## src/ripc_regs.svh

```systemverilog
// Constants for the reset, idle and power-down controller
`ifndef RIPC_REGS_SVH
`define RIPC_REGS_SVH
`define RIPC_RST_QUAL_OSC 24
`define RIPC_OSC_PER_STROBE 6
`define RIPC_STROBE_CNT_W 3
`define RIPC_QUAL_CNT_W 5
`define RIPC_ROM_LIMIT 16'h2000
`define RIPC_WDT_PULSE_OSC 24
`define RIPC_PWR_IDLE_BIT 0
`define RIPC_PWR_PD_BIT 1
`endif

```

## src/ripc_pkg.sv

```systemverilog
// Types shared by the reset, idle and power-down controller
`default_nettype none
package ripc_pkg;
  typedef enum logic [1:0] {
    RIPC_RUN = 2'b00,
    RIPC_IDLE = 2'b01,
    RIPC_PDOWN = 2'b10,
    RIPC_RESET = 2'b11
  } ripc_mode_t;
  // Pin levels that depend on the operating mode
  typedef struct packed {
    logic addr_strobe;
    logic program_fetch_strobe;
    logic port0_float;
    logic port2_addr;
    logic pulse_high;
  } ripc_pins_t;
endpackage
`default_nettype wire

```

## src/ripc_ctrl.sv

```systemverilog
// Reset, idle and power-down controller with bus strobe and pin-state control
//
// Overview of operation
// - Reset needs pin high 24 oscillator periods
// - Internal clock via divide-by-two flip-flop
// - Address strobe pulses every six periods
// - Skip one strobe per external data access
// - Fetch internal below 8192 when select high
// - Port 0 pulls up only on bus
// - Mode begins after requesting instruction
// - Mode bits from power control register
// - Idle halts CPU, peripherals keep running
// - Idle ends on interrupt or reset
// - Power-down stops oscillator, keeps RAM
// - Power-down ends only on reset
// - Pin levels fixed in low-power modes
// - Watchdog overflow pulses reset pin out
// - Watchdog enable blocks power-down entry
`include "ripc_regs.svh"
`default_nettype none
module ripc_ctrl
  import ripc_pkg::*;
(
  input wire logic mclk, // Oscillator input clock
  input wire logic nrst, // Asynchronous reset, active low
  input wire logic rst_pin_in, // Reset pin level seen at the pad
  input wire logic watchdog_overflow, // Watchdog timer overflow pulse
  input wire logic watchdog_enable_input, // Watchdog enable strap
  input wire logic external_fetch_select, // High allows internal ROM fetch
  input wire logic [15:0] pc, // Program counter of the CPU
  input wire logic [7:0] power_control_register, // Power control bits from the CPU
  input wire logic power_control_write, // Instruction writing power control completes
  input wire logic irq_pending, // Any enabled interrupt requested
  input wire logic ext_data_access, // External data access in this machine cycle
  input wire logic ext_bus_active, // Port 0 acts as the address/data bus
  input wire logic [7:0] port0_out, // Port 0 output latch or bus value
  output logic clk_div2, // Divided internal clock
  output logic internal_reset, // Reset to CPU and peripherals
  output logic rst_pin_out, // Reset pin drive value
  output logic rst_pin_oe, // Reset pin output enable
  output logic cpu_halt, // CPU clock gate off
  output logic osc_stop, // Oscillator stop request
  output logic fetch_internal, // Code fetch from internal ROM
  output logic [7:0] port0_oe, // Port 0 output enables
  output logic [7:0] port0_o, // Port 0 output values
  output var ripc_pins_t pins, // Mode-dependent strobe and pin levels
  output var ripc_mode_t mode // Present operating mode
);
  // ==========================================================
  // Internal clock divider and machine-cycle phase
  logic div; // Divide-by-two flip-flop
  logic [`RIPC_STROBE_CNT_W-1:0] phase; // Oscillator period within strobe slot
  logic slot_end; // Last period of six
  logic skip; // Strobe suppressed this slot
  logic mc_half; // Toggles each strobe slot, marks machine cycle
  assign slot_end = (phase == 3'(`RIPC_OSC_PER_STROBE - 1));
  // Divider and phase counter
  always_ff @(posedge mclk or negedge nrst) begin
    if (!nrst) begin
      div <= 1'b0;
      phase <= 3'h0;
      mc_half <= 1'b0;
    end else begin
      div <= ~div;
      phase <= slot_end ? 3'h0 : phase + 3'h1;
      if (slot_end) begin
        mc_half <= ~mc_half;
      end
    end
  end
  // ==========================================================
  // Reset pin qualification and watchdog pulse
  logic rs1, rs2; // Synchroniser stages
  logic [`RIPC_QUAL_CNT_W-1:0] qual; // High periods seen
  logic [`RIPC_QUAL_CNT_W-1:0] wdt_cnt; // Outgoing pulse length
  logic qualified; // Pin held long enough
  logic next_reset; // Next internal reset
  assign qualified = (qual == 5'(`RIPC_RST_QUAL_OSC - 1)) && rs2;
  assign next_reset = qualified | (internal_reset & (rs2 | ~(slot_end & mc_half)));
  // Synchroniser and counter
  always_ff @(posedge mclk or negedge nrst) begin
    if (!nrst) begin
      rs1 <= 1'b0;
      rs2 <= 1'b0;
      qual <= 5'h0;
      internal_reset <= 1'b1;
      wdt_cnt <= 5'h0;
      rst_pin_out <= 1'b0;
      rst_pin_oe <= 1'b0;
    end else begin
      rs1 <= rst_pin_in;
      rs2 <= rs1;
      if (!rs2) begin
        qual <= 5'h0;
      end else if (!qualified) begin
        qual <= qual + 5'h1;
      end
      internal_reset <= next_reset;
      if (watchdog_overflow && watchdog_enable_input) begin
        wdt_cnt <= 5'(`RIPC_WDT_PULSE_OSC);
      end else if (wdt_cnt != 5'h0) begin
        wdt_cnt <= wdt_cnt - 5'h1;
      end
      rst_pin_out <= (wdt_cnt != 5'h0);
      rst_pin_oe <= (wdt_cnt != 5'h0);
    end
  end
  // ==========================================================
  // Mode state machine
  ripc_mode_t next_mode;
  logic req_idle, req_pd; // Decoded power control requests
  assign req_idle = power_control_write & power_control_register[`RIPC_PWR_IDLE_BIT];
  assign req_pd = power_control_write & power_control_register[`RIPC_PWR_PD_BIT] & ~watchdog_enable_input;
  // Next mode
  always_comb begin
    next_mode = mode;
    unique case (mode)
      RIPC_RESET: next_mode = internal_reset ? RIPC_RESET : RIPC_RUN;
      RIPC_RUN: begin
        if (req_pd) begin
          next_mode = RIPC_PDOWN;
        end else if (req_idle) begin
          next_mode = RIPC_IDLE;
        end
      end
      RIPC_IDLE: next_mode = irq_pending ? RIPC_RUN : RIPC_IDLE;
      RIPC_PDOWN: next_mode = RIPC_PDOWN;
    endcase
    if (internal_reset) begin
      next_mode = RIPC_RESET;
    end
  end
  // Mode register and mode outputs
  always_ff @(posedge mclk or negedge nrst) begin
    if (!nrst) begin
      mode <= RIPC_RESET;
      cpu_halt <= 1'b1;
      osc_stop <= 1'b0;
    end else begin
      mode <= next_mode;
      cpu_halt <= (next_mode != RIPC_RUN);
      osc_stop <= (next_mode == RIPC_PDOWN);
    end
  end
  // ==========================================================
  // Fetch source, strobes and pins
  logic is_int; // Fetch from internal ROM
  logic strobe_now; // Address strobe in run mode
  ripc_pins_t next_pins;
  assign is_int = external_fetch_select & (pc < `RIPC_ROM_LIMIT);
  assign skip = ext_data_access & mc_half;
  assign strobe_now = (phase < 3'h2) & ~skip;
  assign next_pins.addr_strobe = (mode == RIPC_IDLE) | ((mode == RIPC_RUN) & strobe_now);
  assign next_pins.program_fetch_strobe = (mode == RIPC_IDLE) | ((mode == RIPC_RUN) & (is_int | phase < 3'h3));
  assign next_pins.port0_float = (mode == RIPC_IDLE || mode == RIPC_PDOWN) & ~is_int;
  assign next_pins.port2_addr = (mode == RIPC_IDLE) & ~is_int;
  assign next_pins.pulse_high = (mode == RIPC_IDLE) | (mode == RIPC_PDOWN);
  // Pin registers
  always_ff @(posedge mclk or negedge nrst) begin
    if (!nrst) begin
      clk_div2 <= 1'b0;
      fetch_internal <= 1'b0;
      pins <= '0;
      port0_oe <= 8'h00;
      port0_o <= 8'h00;
    end else begin
      clk_div2 <= div;
      fetch_internal <= is_int;
      pins <= next_pins;
      port0_o <= port0_out;
      port0_oe <= next_pins.port0_float ? 8'h00 : (ext_bus_active ? 8'hff : ~port0_out);
    end
  end
  // ==========================================================
  // Assertions
  property p_pd_only_reset;
    @(posedge mclk) disable iff (!nrst) (mode == RIPC_PDOWN && !internal_reset) |=> mode == RIPC_PDOWN;
  endproperty
  a_pd_only_reset: assert property (p_pd_only_reset) else $error("Power-down left without reset");
  property p_wd_blocks_pd;
    @(posedge mclk) disable iff (!nrst) (mode == RIPC_RUN && watchdog_enable_input && !internal_reset) |=> mode != RIPC_PDOWN;
  endproperty
  a_wd_blocks_pd: assert property (p_wd_blocks_pd) else $error("Power-down entered with watchdog");
  property p_idle_irq;
    @(posedge mclk) disable iff (!nrst) (mode == RIPC_IDLE && irq_pending && !internal_reset) |=> mode == RIPC_RUN;
  endproperty
  a_idle_irq: assert property (p_idle_irq) else $error("Idle not left on interrupt");
  property p_idle_pins;
    @(posedge mclk) disable iff (!nrst) mode == RIPC_IDLE |=> pins.addr_strobe && pins.program_fetch_strobe;
  endproperty
  a_idle_pins: assert property (p_idle_pins) else $error("Strobes not high in idle");
  property p_pd_pins;
    @(posedge mclk) disable iff (!nrst) mode == RIPC_PDOWN |=> !pins.addr_strobe && !pins.program_fetch_strobe;
  endproperty
  a_pd_pins: assert property (p_pd_pins) else $error("Strobes not low in power-down");
  property p_rst_qual;
    @(posedge mclk) disable iff (!nrst) (!internal_reset && !rs2) |=> !internal_reset;
  endproperty
  a_rst_qual: assert property (p_rst_qual) else $error("Reset without qualified pin");
  property p_fetch;
    @(posedge mclk) disable iff (!nrst) (!external_fetch_select) |=> !fetch_internal;
  endproperty
  a_fetch: assert property (p_fetch) else $error("Internal fetch with select low");
  property p_div;
    @(posedge mclk) disable iff (!nrst) clk_div2 |=> !clk_div2;
  endproperty
  a_div: assert property (p_div) else $error("Divider not toggling");
  property p_wdt;
    @(posedge mclk) disable iff (!nrst) (watchdog_overflow && watchdog_enable_input) |=> ##1 rst_pin_out && rst_pin_oe;
  endproperty
  a_wdt: assert property (p_wdt) else $error("No reset pulse on overflow");
  // Power-down always stops the oscillator and halts the CPU
  property p_pd_halt;
    @(posedge mclk) disable iff (!nrst) mode == RIPC_PDOWN |-> osc_stop && cpu_halt;
  endproperty
  a_pd_halt: assert property (p_pd_halt) else $error("Oscillator running in power-down");
  // Idle halts the CPU but keeps the oscillator for the peripherals
  property p_idle_halt;
    @(posedge mclk) disable iff (!nrst) mode == RIPC_IDLE |-> cpu_halt && !osc_stop;
  endproperty
  a_idle_halt: assert property (p_idle_halt) else $error("CPU running in idle");
  c_idle: cover property (@(posedge mclk) mode == RIPC_IDLE ##1 mode == RIPC_RUN);
  c_rst_release: cover property (@(posedge mclk) internal_reset ##1 !internal_reset);
  c_pd: cover property (@(posedge mclk) mode == RIPC_PDOWN);
  c_wdt: cover property (@(posedge mclk) rst_pin_oe);
endmodule
`default_nettype wire

```

## config.mk

```make
export PLATFORM = sky130hd
export DESIGN_NAME = ripc_ctrl
export DESIGN_NICKNAME = d
export VERILOG_FILES = /design/src/ripc_pkg.sv /design/src/ripc_ctrl.sv
export VERILOG_INCLUDE_DIRS = /design/src
export SDC_FILE = /design/constraint.sdc
export NUM_CORES = 1
export LEC_CHECK = 0
export BUFFER_PORTS_ARGS = -buffer_cell sky130_fd_sc_hd__buf_2
export CORE_ASPECT_RATIO = 2
export CORE_MARGIN = 2
export CORE_UTILIZATION = 35
export DETAILED_ROUTE_END_ITERATION = 10
export GPL_TIMING_DRIVEN = 0
export PLACE_DENSITY = 0.71
export SLEW_MARGIN = 0
export SYNTH_ARGS = -nofsm -noshare
export SYNTH_HDL_FRONTEND = slang
export SYNTH_SLANG_ARGS = --single-unit
```

## constraint.sdc

```tcl
create_clock -name mclk -period 2 [get_ports mclk]
set_input_delay 0.3 -clock mclk [delete_from_list [all_inputs] [get_ports mclk]]
set_output_delay 0.3 -clock mclk [all_outputs]
set_load 0.03 [all_outputs]
```

==> out/metrics.yaml <==
setup_path:
  crit_family: "flip-flops"
  crit_required_ps: 2170
  critical_path_class: "flop to flop"
  slowest_stage: "dfstp_2"
  critPathArrivalTime_ps: 1860
  rr_worst_depth: 5
  startpoint_type: "flop"
  cp_max_fo: 9
  max_stage_delay_ps: 600
  path_cells: "inv_1 > ha_1 > nor2b_1 > clkbuf_1 > a21oi_1"
  worst-path-stages: 5
  end_kind: "flop"
  cp_num_buf_inv: 2
yosys:
  synth_ff_type: "dfrtp_1"
  yosys.area.top_type: "dfrtp_1"
  yosysSeqAreaShare_pct: 68.3
  async_flop_share_pct: 100
  synth_compound_area_share_pct: 8.28
  synthAdderAreaFrac_pct: 3.70
  synthSimpleGateAreaFrac_pct: 12.3
  yosysWarnings: 0
  yosys.area.top_type_share_pct: 62.1
  ys_types: 35
  synth_common_cells: "dfrtp_1, a21oi_1, inv_1, nand2b_1"
  synthMuxAreaShare_pct: 1.85
  synth_nets: 174
  synth.avg_cell_area_um2: 13.3
  synth_area_leaders: "dfrtp_1, dfstp_2, ha_1, a21oi_1, nand2b_1"
  synth-xor-area-share_pct: 2.59
  yosysMostFrequentCell: "dfrtp_1"
  synth_top_family_by_area: "simple AND/OR/NAND/NOR gates"
  ys_ff_latch: 46
  synth_enable_flop_cells: 0
  netlist_area_um2: 1690
  syn_inst: 127
global_route:
  grt.met2_usage_pct: 23.9
  globalRouteMet1Util_pct: 12.0
  grt_max_degree: 47
  track_usage_pct: 12.6
  grt_overflow: 0
  antenna_found_initial: 0
  grtUsageMet3_pct: 3.51
  grt_busiest_layer: "met2"
  grt_pass1_wl_um: 5000
  grt_pass1_vias: 1188
route:
  drtIter0Drc: 9
  route.antenna.remaining_nets: 0
  routed_via_density: 4.79
  finalWirelength_um: 3050
  drt_first_pass_iters: 4
  drc: 0
  wl_per_cell_um: 12.6
  via_count: 1160
outcome:
  status: "finished, final reports clean"
worst_hold_path:
  hold_depth: 1
  hp-class: "primary input to flop"
floorplan:
  die_y_um: 102
  row_count: 35
  ios: 72
  chipWidth_um: 53.2
  die-area_um2: 5440
  coreArea_um2: 4640
  initial_core_util_pct: 36.5
timing:
  final_max_slew_viol_count: 0
  post-route-min-period_ps: 1680
  setup_violations: 0
  hold_viol: 0
  rsz0062_at_grt: "no"
  finalCritPeriodShare_pct: 84.1
  skew_ps: 6.39
  fmax_mhz: 594
  slew_headroom_pct: 35.6
  worst_pin_slew_ps: 966
  tns_ps: 0
power:
  ir_drop_v: 0.000727
  leakage_uw: 0.00105
  p_total_uw: 2980
  power.density_nw_per_um2: 1410
cells_and_area:
  multi_input_area_um2: 487
  diodes: 0
  seqCellArea_um2: 1160
  n_fill_cell: 468
  area_growth_pct: 25.2
  fin_nets: 233
  drive_gt1_share_pct: 38.0
placement:
  portBuffers: 52
  gp_congestion: 0.751
  dp_hpwl_um: 2300
clocking:
  clk_latency_ps: 300
  clkSlewWorstSetupHoldPaths_ps: 100
  cts_buffers: 5
  cts_tree: "built"
  cts.repair.resized: 0
  cts_hold_buffers: 0
  cts-root-buf: "clkbuf_8"
  cts_buffer_depth: 2
  numClockSinks: 46
  post-cts-setup-buffer-count: 0
  ctsHtreeMaxLevel: 2
flow_run:
  drv_cap: 0
[per-layer routing]
| metal | wire, µm | vias up |
|---|---|---|
| li1 | - | 550 |
| met1 | 1030 | 566 |
| met4 | 60 | 0 |
| met3 | 181 | 5 |
| met5 | 0 | - |
| met2 | 1780 | 39 |
[final timing paths]
| path | from | endpoint | slack [ps] |
|---|---|---|---|
| min | rst_pin_in | rs1 | 100 |
| max in group asynchronous | nrst | wdt_cnt[0] | 1250 |
| max | mode[0] | port0_oe[5] | 320 |
| min in group asynchronous | nrst | port0_oe[6] | 140 |
| max reg2reg | mode[0] | port0_oe[5] | 320 |
| min reg2reg | rs1 | rs2 | 360 |
[cell families (layout without fill, tap and decap cells)]
group           count (synthesis)  in the layout
flops                          46             46
simple gates                   34             34
compound gates                 22             22
buf+inv                        12             72
fa+ha+maj                       5              5
xor+xnor                        5              5
mux                             3              3
[registers in the layout (all words and copies together), names as in the netlist]
name and flops:
cpu_halt 1, pins 5, qual 5, osc_stop 1, port0_o 8, rst_pin_oe 1
div 1, mc_half 1, fetch_internal 1, port0_oe 8, clk_div2 1, rs2 1
internal_reset 1, phase 3, rs1 1, wdt_cnt 5, mode 2
[power by group]
group / internal, µW / switching (µW)
Clock: 261 / 340
Sequential: 1180 / 111
Combinational: 365 / 720
[stage by stage]
| stage | cell area [µm²] | hold WS (ps) | setup slack [ps] | std cells | util, % |
|---|---|---|---|---|---|
| floorplan | 1690 | 4.41 | 333 | 127 | - |
| global placement | 2020 | 333 | 334 | 234 | 43.6 |
| detailed placement | 2020 | 345 | 286 | 234 | 43.6 |
| CTS | 2120 | 86.3 | 272 | 242 | 45.7 |
| global route | 2120 | 82.5 | 181 | 242 | 45.7 |
| finish | 2120 | 96.2 | 317 | 242 | 45.7 |
[layout by cell type (no fill, tap or decap), types with 2 or more instances in the layout]
master     n
nor2_1     5
mux2i_1    2
a21oi_1   11
xnor2_1    4
nand2b_1   6
inv_1      9
nand2_1    5
nor2b_1    3
buf_2     52
o21ai_0    5
nand3_1    3
clkbuf_8   5
ha_1       5
nor4_1     2
dfstp_2    4
dfrtp_1   42
[area by class of cell]
cell class | count | share of cell area [%]
repair buffers | 52 | 12.3
multi-input cells | 69 | 23.0
clock inverters | 3 | 1.36
well taps | 55 | 3.25
flip-flops and latches | 46 | 54.5
inverters | 9 | 1.59
plain buffers | 3 | 0.767
clock buffers | 5 | 3.25
Power figures use the tool's default switching activity.
